$ cat src/design/tuner_match_map.svh
`ifndef TUNER_MATCH_MAP_SVH
`define TUNER_MATCH_MAP_SVH

// Table geometry
`define TM_ENTRIES    64
`define TM_LAST_IDX   6'h3F
`define TM_IDX_W      6
// Frequency in kHz, bins of the coarse resolution
`define TM_FREQ_W     15
`define TM_BIN_W      11
`define TM_RES_KHZ    6'h1E
`define TM_NEAR_BINS  11'h001
// Entry payload and age stamp
`define TM_DATA_W     16
`define TM_STAMP_W    16
// Ratio in tenths: 3.0 limit and 1.5 goal
`define TM_SWR_W      8
`define TM_SWR_LIMIT  8'h1E
`define TM_SWR_GOOD   8'h0F

`endif

$ cat src/design/tuner_match_pkg.sv
package tuner_match_pkg;

    // Controller states, Gray coded along the scan path
    typedef enum logic [1:0] {
        ST_IDLE = 2'b00,
        ST_SCAN = 2'b01,
        ST_DONE = 2'b11
    } state_t;

    // Kind of table operation in flight
    typedef enum logic [1:0] {
        OP_SEED   = 2'b00,
        OP_RECALL = 2'b01,
        OP_STORE  = 2'b10
    } op_t;

endpackage : tuner_match_pkg

$ cat src/design/freq_truncate.sv
`timescale 1ns/1ns
`default_nettype none
`include "tuner_match_map.svh"

module freq_truncate (
    input  wire logic [`TM_FREQ_W-1:0] freq_khz,
    output logic      [`TM_BIN_W-1:0]  freq_bin
);

    logic [5:0]            rem;
    logic [`TM_FREQ_W-1:0] quo;

    // Restoring division by the bin width drops the remainder
    always_comb begin
        rem = 6'h00;
        quo = '0;
        for (int i = `TM_FREQ_W - 1; i >= 0; i--) begin
            rem = {rem[4:0], freq_khz[i]};
            if (rem >= `TM_RES_KHZ) begin
                rem    = rem - `TM_RES_KHZ;
                quo[i] = 1'b1;
            end
        end
        freq_bin = quo[`TM_BIN_W-1:0];
    end

endmodule : freq_truncate
`default_nettype wire

$ cat src/design/tuner_match_memory_table.sv
`timescale 1ns/1ns
`default_nettype none
`include "tuner_match_map.svh"

module tuner_match_memory_table (
    input  wire logic                  ref_clk,
    input  wire logic                  resetn,
    input  wire logic [`TM_FREQ_W-1:0] freq_khz,
    input  wire logic                  ant_port,
    input  wire logic                  atu_on,
    input  wire logic                  tune_start,
    input  wire logic                  tune_done,
    input  wire logic [`TM_SWR_W-1:0]  init_swr,
    input  wire logic [`TM_SWR_W-1:0]  final_swr,
    input  wire logic [`TM_DATA_W-1:0] result_data,
    input  wire logic                  clear_port,
    input  wire logic                  clear_sel,
    input  wire logic                  tx_key_pin,
    input  wire logic                  swr_high_pin,
    output logic                       busy,
    output logic                       seed_valid,
    output logic                       recall_apply,
    output logic      [`TM_DATA_W-1:0] net_data,
    output logic                       store_done,
    output logic                       match_fail,
    output logic                       table_full,
    output logic                       tx_inhibit,
    output logic                       atu_bypass
);

    ////////////////////////////////////////////////////////////////////////
    // Declarations
    tuner_match_pkg::state_t state;
    tuner_match_pkg::op_t    op;
    logic                    ent_valid [`TM_ENTRIES];
    logic                    ent_port  [`TM_ENTRIES];
    logic                    ent_net   [`TM_ENTRIES];
    logic [`TM_BIN_W-1:0]    ent_bin   [`TM_ENTRIES];
    logic [`TM_DATA_W-1:0]   ent_data  [`TM_ENTRIES];
    logic [`TM_STAMP_W-1:0]  ent_stamp [`TM_ENTRIES];
    logic [`TM_BIN_W-1:0]    cur_bin;
    logic [`TM_BIN_W-1:0]    bin_l;
    logic                    port_l;
    logic [`TM_DATA_W-1:0]   data_l;
    logic [`TM_SWR_W-1:0]    init_l;
    logic [`TM_SWR_W-1:0]    final_l;
    logic [`TM_IDX_W-1:0]    scan_idx;
    logic                    exact_found;
    logic [`TM_IDX_W-1:0]    exact_idx;
    logic                    free_found;
    logic [`TM_IDX_W-1:0]    free_idx;
    logic                    best_found;
    logic [`TM_IDX_W-1:0]    best_idx;
    logic [`TM_BIN_W-1:0]    best_dist;
    logic [`TM_IDX_W-1:0]    old_idx;
    logic [`TM_STAMP_W-1:0]  old_stamp;
    logic [`TM_STAMP_W-1:0]  next_stamp;
    logic [`TM_IDX_W-1:0]    wr_idx;
    logic                    key_meta;
    logic                    key_sync;
    logic                    key_prev;
    logic                    alarm_meta;
    logic                    alarm_sync;
    logic                    key_rise;
    logic                    start_cmd;
    logic                    store_net;
    logic                    near_ok;
    logic                    all_valid;

    // Distance between two bins
    function automatic logic [`TM_BIN_W-1:0] bin_dist(
        input logic [`TM_BIN_W-1:0] a,
        input logic [`TM_BIN_W-1:0] b
    );
        bin_dist = (a > b) ? a - b : b - a;
    endfunction : bin_dist

    ////////////////////////////////////////////////////////////////////////
    // Frequency truncation
    freq_truncate u_trunc (
        .freq_khz (freq_khz),
        .freq_bin (cur_bin)
    );

    // Pin synchronisers for key and ratio alarm
    always_ff @(posedge ref_clk) begin
        if (!resetn) begin
            key_meta   <= 1'b0;
            key_sync   <= 1'b0;
            key_prev   <= 1'b0;
            alarm_meta <= 1'b0;
            alarm_sync <= 1'b0;
        end else begin
            key_meta   <= tx_key_pin;
            key_sync   <= key_meta;
            key_prev   <= key_sync;
            alarm_meta <= swr_high_pin;
            alarm_sync <= alarm_meta;
        end
    end

    // Command decode; clear has priority, then store, seed, recall
    assign key_rise  = key_sync & ~key_prev;
    assign start_cmd = ~clear_port
                     & (tune_done | tune_start | (key_rise & atu_on));
    assign store_net = init_l < `TM_SWR_LIMIT;
    assign near_ok   = best_found && ent_net[best_idx]
                     && best_dist <= `TM_NEAR_BINS
                     && ent_port[best_idx] == port_l;
    // Exact hit, else next unused, else oldest
    assign wr_idx    = exact_found ? exact_idx
                     : free_found ? free_idx : old_idx;

    ////////////////////////////////////////////////////////////////////////
    // Control state machine and request latch
    always_ff @(posedge ref_clk) begin
        if (!resetn) begin
            state   <= tuner_match_pkg::ST_IDLE;
            op      <= tuner_match_pkg::OP_SEED;
            bin_l   <= '0;
            port_l  <= 1'b0;
            data_l  <= '0;
            init_l  <= '0;
            final_l <= '0;
        end else begin
            unique case (state)
                tuner_match_pkg::ST_IDLE: begin
                    if (start_cmd) begin
                        state   <= tuner_match_pkg::ST_SCAN;
                        op      <= tune_done ? tuner_match_pkg::OP_STORE
                                 : tune_start ? tuner_match_pkg::OP_SEED
                                 : tuner_match_pkg::OP_RECALL;
                        bin_l   <= cur_bin;
                        port_l  <= ant_port;
                        data_l  <= result_data;
                        init_l  <= init_swr;
                        final_l <= final_swr;
                    end
                end
                tuner_match_pkg::ST_SCAN: begin
                    if (scan_idx == `TM_LAST_IDX) begin
                        state <= tuner_match_pkg::ST_DONE;
                    end
                end
                tuner_match_pkg::ST_DONE: begin
                    state <= tuner_match_pkg::ST_IDLE;
                end
            endcase
        end
    end

    ////////////////////////////////////////////////////////////////////////
    // Scan of one entry per cycle
    always_ff @(posedge ref_clk) begin
        if (!resetn || state == tuner_match_pkg::ST_IDLE) begin
            scan_idx    <= '0;
            exact_found <= 1'b0;
            exact_idx   <= '0;
            free_found  <= 1'b0;
            free_idx    <= '0;
            best_found  <= 1'b0;
            best_idx    <= '0;
            best_dist   <= '1;
            old_idx     <= '0;
            old_stamp   <= '1;
        end else if (state == tuner_match_pkg::ST_SCAN) begin
            scan_idx <= scan_idx + 6'h01;
            if (ent_valid[scan_idx]) begin
                // Same port and bin: the only possible hit
                if (ent_port[scan_idx] == port_l
                        && ent_bin[scan_idx] == bin_l) begin
                    exact_found <= 1'b1;
                    exact_idx   <= scan_idx;
                end
                // Nearest stored point over all entries
                if (bin_dist(ent_bin[scan_idx], bin_l) < best_dist) begin
                    best_found <= 1'b1;
                    best_idx   <= scan_idx;
                    best_dist  <= bin_dist(ent_bin[scan_idx], bin_l);
                end
                // Lowest stamp marks the oldest entry
                if (ent_stamp[scan_idx] < old_stamp) begin
                    old_idx   <= scan_idx;
                    old_stamp <= ent_stamp[scan_idx];
                end
            end else if (!free_found) begin
                free_found <= 1'b1;
                free_idx   <= scan_idx;
            end
        end
    end

    ////////////////////////////////////////////////////////////////////////
    // Entry store, port clear and allocation stamp
    always_ff @(posedge ref_clk) begin
        if (!resetn) begin
            next_stamp <= '0;
            for (int i = 0; i < `TM_ENTRIES; i++) begin
                ent_valid[i] <= 1'b0;
                ent_port[i]  <= 1'b0;
                ent_net[i]   <= 1'b0;
                ent_bin[i]   <= '0;
                ent_data[i]  <= '0;
                ent_stamp[i] <= '0;
            end
        end else if (state == tuner_match_pkg::ST_IDLE && clear_port) begin
            for (int i = 0; i < `TM_ENTRIES; i++) begin
                if (ent_port[i] == clear_sel) begin
                    ent_valid[i] <= 1'b0;
                end
            end
        end else if (state == tuner_match_pkg::ST_DONE
                && op == tuner_match_pkg::OP_STORE) begin
            ent_valid[wr_idx] <= 1'b1;
            ent_port[wr_idx]  <= port_l;
            ent_net[wr_idx]   <= store_net;
            ent_bin[wr_idx]   <= bin_l;
            ent_data[wr_idx]  <= data_l;
            if (!exact_found) begin
                ent_stamp[wr_idx] <= next_stamp;
                next_stamp        <= next_stamp + 16'h0001;
            end
        end
    end

    ////////////////////////////////////////////////////////////////////////
    // Result outputs
    always_ff @(posedge ref_clk) begin
        if (!resetn) begin
            busy         <= 1'b0;
            seed_valid   <= 1'b0;
            recall_apply <= 1'b0;
            net_data     <= '0;
            store_done   <= 1'b0;
            match_fail   <= 1'b0;
        end else begin
            busy         <= (state == tuner_match_pkg::ST_IDLE)
                          ? start_cmd : (state != tuner_match_pkg::ST_DONE);
            seed_valid   <= 1'b0;
            recall_apply <= 1'b0;
            store_done   <= 1'b0;
            if (state == tuner_match_pkg::ST_DONE) begin
                unique case (op)
                    tuner_match_pkg::OP_SEED: begin
                        seed_valid <= near_ok;
                        if (near_ok) begin
                            net_data <= ent_data[best_idx];
                        end
                    end
                    tuner_match_pkg::OP_RECALL: begin
                        recall_apply <= near_ok;
                        if (near_ok) begin
                            net_data <= ent_data[best_idx];
                        end
                    end
                    tuner_match_pkg::OP_STORE: begin
                        store_done <= 1'b1;
                        match_fail <= store_net
                                    && final_l > `TM_SWR_GOOD;
                    end
                    default: begin
                        store_done <= 1'b0;
                    end
                endcase
            end
        end
    end

    // Table full flag
    always_comb begin
        all_valid = 1'b1;
        for (int i = 0; i < `TM_ENTRIES; i++) begin
            all_valid = all_valid & ent_valid[i];
        end
    end

    always_ff @(posedge ref_clk) begin
        if (!resetn) begin
            table_full <= 1'b0;
        end else begin
            table_full <= all_valid;
        end
    end

    // Over-ratio protection; bypass held until the next tune start
    always_ff @(posedge ref_clk) begin
        if (!resetn) begin
            tx_inhibit <= 1'b0;
            atu_bypass <= 1'b0;
        end else begin
            tx_inhibit <= alarm_sync;
            if (alarm_sync) begin
                atu_bypass <= 1'b1;
            end else if (state == tuner_match_pkg::ST_IDLE && start_cmd
                    && tune_start && !tune_done) begin
                atu_bypass <= 1'b0;
            end
        end
    end

    int hit_count;
    int port_count;
    logic clear_sel_l;

    // Port of the clear taken on the previous edge
    always_ff @(posedge ref_clk) begin
        clear_sel_l <= resetn ? clear_sel : 1'b0;
    end

    always_comb begin
        hit_count  = 0;
        port_count = 0;
        for (int i = 0; i < `TM_ENTRIES; i++) begin
            if (ent_valid[i] && ent_port[i] == port_l
                    && ent_bin[i] == bin_l) begin
                hit_count++;
            end
            if (ent_valid[i] && ent_port[i] == clear_sel_l) begin
                port_count++;
            end
        end
    end
endmodule : tuner_match_memory_table
`default_nettype wire

$ cat config.mk
export PLATFORM = sky130hd
export DESIGN_NAME = tuner_match_memory_table
export DESIGN_NICKNAME = d
export VERILOG_FILES = /design/src/design/tuner_match_pkg.sv /design/src/design/freq_truncate.sv /design/src/design/tuner_match_memory_table.sv
export VERILOG_INCLUDE_DIRS = /design/src /design/src/design
export SDC_FILE = /design/constraint.sdc
export NUM_CORES = 2
export LEC_CHECK = 0
export BUFFER_PORTS_ARGS = -buffer_cell sky130_fd_sc_hd__buf_2
export CORE_UTILIZATION = 55
export DETAILED_ROUTE_END_ITERATION = 16
export GPL_TIMING_DRIVEN = 0
export HOLD_SLACK_MARGIN = 0.15
export PLACE_DENSITY = 0.71
export SYNTH_ARGS = -nofsm -noshare
export SYNTH_HDL_FRONTEND = slang
export SYNTH_HIERARCHICAL = 1
export SYNTH_SLANG_ARGS = --single-unit
$ cat constraint.sdc
create_clock -name ref_clk -period 9.4 [get_ports ref_clk]
set_clock_uncertainty 0.1 [all_clocks]
set_input_delay 0 -clock ref_clk [delete_from_list [all_inputs] [get_ports ref_clk]]
set_output_delay 0 -clock ref_clk [all_outputs]
set_load 0.05 [all_outputs]
* Word level (Yosys, flattened, before mapping)
Memories as Yosys holds them, arrays and structs flattened. A register that Yosys moved wholly into a read port is not among the register bits.
Cells that the tools add are included.
** Word-level totals
- Register bits :: 137
- Bits in writable memories :: 2944
- Input bits :: 57
- Output and inout bits :: 24
- Logic and storage cells :: 711
- Memories kept :: 6
** Memory list
- ent_data :: depth 64, bits a word 16, read ports 1, clocked after memory_dff 1, write ports 64, line tuner_match_memory_table.sv:39 : logic [`TM_DATA_W-1:0] ent_data [`TM_ENTRIES];
- ent_stamp :: depth 64, bits a word 16, read ports 1, clocked after memory_dff 1, write ports 64, line tuner_match_memory_table.sv:40 : logic [`TM_STAMP_W-1:0] ent_stamp [`TM_ENTRIES];
- ent_bin :: depth 64, bits a word 11, read ports 1, clocked after memory_dff 1, write ports 64, line tuner_match_memory_table.sv:38 : logic [`TM_BIN_W-1:0] ent_bin [`TM_ENTRIES];
- ent_net :: depth 64, bits a word 1, read ports 1, clocked after memory_dff 1, write ports 64, line tuner_match_memory_table.sv:37 : logic ent_net [`TM_ENTRIES];
- ent_port :: depth 64, bits a word 1, read ports 66, clocked after memory_dff 2, write ports 64, line tuner_match_memory_table.sv:36 : logic ent_port [`TM_ENTRIES];
- ent_valid :: depth 64, bits a word 1, read ports 65, clocked after memory_dff 1, write ports 64, line tuner_match_memory_table.sv:35 : logic ent_valid [`TM_ENTRIES];
** Cells by class
- Add/subtract/negate cells :: 14
- Order comparisons :: 17
- Equal/unequal tests :: 75
- Multiplexer cells :: 393
- Bitwise logic cells :: 138
- Reductions and logical operators :: 37
** Operator list (count)
- 2-to-1 mux 1 bit :: 355
- 2-to-1 mux 6 bit :: 20
- bitwise AND 1 bit :: 66
- == test 1 bit :: 66
- OR 1 bit :: 66
- >= comparator 6 x 5 -> 1 bit, second input constant :: 10
- 2-to-1 mux 5 bit :: 10
- subtractor 5 bit, second input constant :: 10
- 2-to-1 mux 16 bit :: 2
- OR reduction 16 bit :: 2
- AND reduction 3 bit :: 8
- 2-to-1 mux 11 bit :: 2
- subtractor 11 bit :: 2
- adder 16 x 1 -> 16 bit, second input constant :: 1
- less-than comparator 16 bit :: 1
- == test 11 bit :: 1
- > comparator 11 bit :: 1
- <= comparator 11 x 1 -> 1 bit, second input constant :: 1
- less-than comparator 11 bit :: 1
- OR reduction 11 bit :: 1
- logical AND 1 bit :: 10
- AND reduction 2 bit :: 5
- > comparator 8 x 4 -> 1 bit, second input constant :: 1
- less-than comparator 8 x 5 -> 1 bit, second input constant :: 1
- 15 further kinds :: 31

* Depth between registers and ports, before layout
An unclocked memory read counts as a cell.
- Depth in word-level cells :: 64
- Mapped depth :: 39
- Mapped depth without buffers :: 39

* Modules after synthesis
The synthesis kept the hierarchy.
** By module, submodules not included
- tuner_match_memory_table :: times used 1, cells each 9659, area each 139817.8 um2, sequential area each 89686.0 um2
- freq_truncate :: times used 1, cells each 229, area each 1639.1 um2, sequential area each 0.0 um2

* Least setup slack after synthesis
OpenSTA, ideal clock, no wires.
- Kind :: input-to-reg
- From :: input port freq_khz[11]
- To :: register bin_l[0]
- Setup time :: 132 ps
- Arrival :: 6315 ps
- Required time :: 9168 ps
- Slack :: 2853 ps
- Cell stages on the path :: 39
- Path buffers :: 0
- Cells stage by stage :: ha_1 -> a31oi_1 -> inv_1 -> and2_1 -> ha_1 -> nand4b_1 -> o22ai_1 -> o21ai_2 -> and2_1 -> ha_1 -> nand2_1 -> nand3_1 -> a22o_1 -> o31a_1 -> a311oi_1 -> nor2_1 -> inv_1 -> ha_1 -> [... 3 more ...] -> o21ai_0 -> nand3_1 -> o21ai_0 -> ha_1 -> nand4_1 -> mux2i_1 -> a21oi_1 -> o2bb2ai_2 -> xnor2_1 -> ha_1 -> nand2_1 -> nor2_1 -> and4_1 -> o21ba_1 -> o32a_1 -> o31a_1 -> nand2_1 -> a21oi_1
** On the way
- Cells in the longest elaborated chain, start to end :: 22
- Elaborated cells between the ends (all ways) :: 32
- Those cells by class :: add/sub: 10; order compare: 11; mux: 11
** RTL lines
- start, declared :: line tuner_match_memory_table.sv:8 : input wire logic [`TM_FREQ_W-1:0] freq_khz,
- subtractor 5 bit (no source line) / >= comparator 5 bit (equally long branches)
- 2-to-1 mux 5 bit (*) :: line freq_truncate.sv:19 : if (rem >= `TM_RES_KHZ) begin
- subtractor 5 bit (no source line) / >= comparator 6 x 5 -> 1 bit (equally long branches)
- 2-to-1 mux 5 bit (*) :: line freq_truncate.sv:19
- subtractor 5 bit (no source line) / >= comparator 6 x 5 -> 1 bit (equally long branches)
- 2-to-1 mux 5 bit (*) :: line freq_truncate.sv:19
- subtractor 5 bit (no source line) / >= comparator 6 x 5 -> 1 bit (equally long branches)
- 2-to-1 mux 5 bit (*) :: line freq_truncate.sv:19
- [... 7 more ...]
- 2-to-1 mux 5 bit (*) :: line freq_truncate.sv:19
- subtractor 5 bit (no source line) / >= comparator 6 x 5 -> 1 bit (equally long branches)
- 2-to-1 mux 5 bit (*) :: line freq_truncate.sv:19
- >= comparator 6 x 5 -> 1 bit (no source line) / subtractor 5 bit (equally long branches)
- 2-to-1 mux 5 bit (*) :: line freq_truncate.sv:19
- >= comparator 6 x 5 -> 1 bit (no source line) (*)
- 2-to-1 mux 1 bit (*) :: line freq_truncate.sv:19
- named net cur_bin[0] :: line tuner_match_memory_table.sv:41 : logic [`TM_BIN_W-1:0] cur_bin;
- end signal, assigned :: line tuner_match_memory_table.sv:133 : bin_l <= cur_bin;
- end, declared :: line tuner_match_memory_table.sv:42 : logic [`TM_BIN_W-1:0] bin_l;
Mark *: on every way through the listed nets, which the timed path passes. The rest lies on a longest branch.
A chain may end at the register's enable or synchronous reset.

==> run summary <==
Clk sink count: 3,104
Sequential element share of the synthesized area: 63.4%
Tcrit/Tclk final: 98.9%
Async set or reset register ratio after synthesis: 0%
Clock power share: 41.5%
Die Y: 509 um
Leakage dissipation: 57.7 nW
Number of remaining DRC errors: 0
Final Non-Filler Cells: 14,100
Library cells used by synthesis: 97
Drt total wl: 538 mm
Least-Margin Pin Slew: 1.63 ns
Synth-to-layout area growth: 12.5%
Worst-Skew Late Latency: 1.01 ns
Tmin final: 9.30 ns
Peak VDD IR: 0.221 mV
Core area: 0.255 mm2
HPWL Detailed: 393 mm
Vias per cell: 7.04
DIE AREA: 0.259 mm2
Crit Path Max Fanout: 10
Reg2reg path depth: 24
Violated checks: capacitance limit, slew limit
Layout Utilization: 62.5%
Synth top area share: 58.4%
R2R Setup Slk: 0.1 ns
Hold Vio Cnt, Final: 0
DR WL/cell: 38.1 um
Fmax: 108 MHz
Initial core utilization: 55.5%
Syn. warnings: 6
Final Slew Violations: 103
Clock buffer depth: 4
Most area-consuming cells after synthesis: edfxtp_1 (58%), mux4_2 (15%), and3_1 (6.6%)
Pwr dens: 196 mW/mm2
Antenna-violating nets left: 0
Required time of the critical path: 10.08 ns
Endpoints failing setup: 0
CP arrival: 9.98 ns
First-pass GRT wire length: 730 mm
Post-CTS Setup Repair Bufs: 0
Root buffer cell: clkbuf_16
Cell Chain, Critical Path: buf_2 > buf_2 > buf_2 > clkbuf_2 > clkbuf_2 > mux4_2 > mux4_2 > mux4_2 > ha_1 > nand3_1 > or3_1 > nand2_1 > a21o_1 > buf_4 > mux2i_1 > xor2_1 > ha_1 > o21ai_0 > a21oi_1 > o21ai_0 > nand2_1 > a2111oi_4 > nand2_1 > a21oi_1
Flop pwr share: 50.5%
Placer Congestion: 1.05
H-tree depth: 5
Net Switching: 0.00743 W
Mean post-synth cell area: 14.3 um2
Inst Count DP: 13,400
Initial antenna violation count: 53
Hold Crit Class: primary input to register
TritonCTS clock tree: yes
Hold depth: 6
Slew Limit Headroom: -8.75%
Gr ovfl total: 0
Critical-path top delay cell: clkbuf_2
Max_cap viols: 13
Predominant post-synthesis flop cell: edfxtp_1
Power Internal: 0.0238 W
Synth area leader: edfxtp_1
Rows: 185
Largest net degree at the start of global routing: 28
CTS Buf Count: 338
PortBufs: 71
Cells after Synth: 9,888
Startpoint of the worst hold path: freq_khz[12]
Outcome: complete, but fails checks
CP Class: register to register
Via count: 99,400
Sw Ratio: 23.8%
Layout cell share with drive strength beyond 1: 16.4%
CP Capture Type: register
Fillers: 18,700
Vias in the first global route: 94,400
Synthesized cell area: 0.141 mm2
Total track usage: 41.3%
Hold endpoint: bin_l[10]$_SDFFE_PN0P_
Syn Nets: 10,000
Pre-Repair DR Iteration Count: 10
RSZ-0062 raised after global routing: no
Post-synth EDFFs: 2,752
Most frequent cell after synthesis: edfxtp_1
Most frequent cells after synthesis: edfxtp_1 (2,752), and3_1 (1,486), clkbuf_1 (941)
Initial DRC count: 17,900
Largest stage delay, worst path: 0.88 ns
Clock transition at path regs: 0.06 ns
Total power: 0.0312 W
Die Wd: 509 um
Final net count: 10,600
I/O pin cnt: 81
Combinational Power Share: 8.0%
Yosys reg bits: 3,104
Type of origin of the critical path: register
## final cells by class
| type | instances | area, um2 | area share (%) |
|---|---|---|---|
| Tap cell | 3366 | 4210 | 2.65 |
| Buffer | 1073 | 4300 | 2.70 |
| Clock buffer | 438 | 9140 | 5.74 |
| Sequential cell | 3104 | 89700 | 56.3 |
| Antenna cell | 36 | 90.1 | 0.0566 |
| Multi-Input combinational cell | 5640 | 47500 | 29.8 |
| Timing Repair Buffer | 244 | 2750 | 1.73 |
| Inverter | 71 | 267 | 0.167 |
| Clock inverter | 149 | 1300 | 0.815 |
## cell usage in the layout (no fill, tap or decap), types with 41 or more instances in the layout
cell              n
a21oi_1          96
a22oi_1          71
and2_1          535
and3_1         1486
buf_1            41
buf_12           59
buf_2           134
clkbuf_1        981
clkbuf_16       344
clkinv_1         59
clkinv_2         49
dfxtp_1         352
dlygate4sd3_1   105
edfxtp_1       2752
ha_1             58
inv_1            71
mux2i_1          54
mux4_2          924
nand2_1         633
nand2_2          65
nand3_1         135
nor2_1          922
o211ai_1         99
o21ai_0         184
xor2_1           83
## how the worst max path moves through the flow
| stage | from | end | slack, ns | depth (start not counted) |
|---|---|---|---|---|
| 3_3_place_gp | register | best_idx[0]$_SDFFE_PP0P_ | -0.61 | 23 |
| 3_5_place_dp | register | best_idx[0]$_SDFFE_PP0P_ | -0.58 | 21 |
| 6_report | register | register | 0.1 | 24 |
| 2_1_floorplan | freq_khz[11] | bin_l[0]$_SDFFE_PN0P_ | 2.85 | 39 |
| 5_1_grt | register | register | 0.02 | 25 |
| 4_1_cts | register | register | 0.07 | 23 |
## kinds of logic after synthesis
kind of cell,share of synthesized area [%]
xor+xnor,0.600
buf+inv,3.19
compound gates,2.73
fa+ha+maj,0.541
mux,15.2
flops,63.4
simple gates,14.3
## metal layers
layer  track usage [%]  vias to the layer above  routed length, um
met2              59.4                     9015             230000
met4              29.2                       30              46000
li1                  -                    38600                  -
met3              14.2                     1874              82500
met1              52.6                    49900             179000
met5             0.329                        -                474
## metrics by stage
step | setup WS [ns] | hold slack, ns | setup TNS (ns) | area (um2)
floorplan | 2.85 | 0.0273 | 0 | 141000
global placement | -0.608 | 0.112 | -6.98 | 146000
detailed placement | -0.581 | 0.117 | -6.26 | 148000
CTS | 0.0659 | 0.201 | 0 | 159000
global route | 0.0151 | 0.256 | 0 | 159000
finish | 0.0988 | 0.245 | 0 | 159000
## critical path: cells and delay by family (launching register included)
kind | cells | cell delay, ns
flops | 1 | 0.30
fa+ha+maj | 2 | 0.71
compound gates | 6 | 1.60
simple gates | 5 | 1.16
xor+xnor | 1 | 0.36
mux | 4 | 1.88
buf+inv | 6 | 2.97
## flip-flops by register name, indices dropped and copies added, names as in the netlist, 2 cells and up, named ones only
name        flops
exact_idx       6
ent_data     1024
old_idx         6
ent_port       64
free_idx        6
data_l         16
state           2
ent_stamp    1024
bin_l          11
ent_valid      64
op              2
final_l         4
best_dist      11
init_l          7
old_stamp      16
best_idx        6
scan_idx        6
net_data       16
ent_net        64
ent_bin       704
next_stamp     16
## power by group through the flow
stage / Clock (W) / Combinational [W] / Sequential, W
finish: 0.0130 / 0.00249 / 0.0158
global route: 0.0133 / 0.00254 / 0.0158
CTS: 0.0128 / 0.00239 / 0.0158
detailed placement: 0 / 0.00231 / 0.0161
global placement: 0 / 0.00221 / 0.0160
floorplan: 0 / 0.00134 / 0.0160
## repair_timing
action	CTS	global route
endpoints found under the hold margin	91	0
resized for setup	10	33
cloned	0	0
hold buffers	105	0
setup endpoints to repair	24	21
Power figures use the tool's default switching activity.
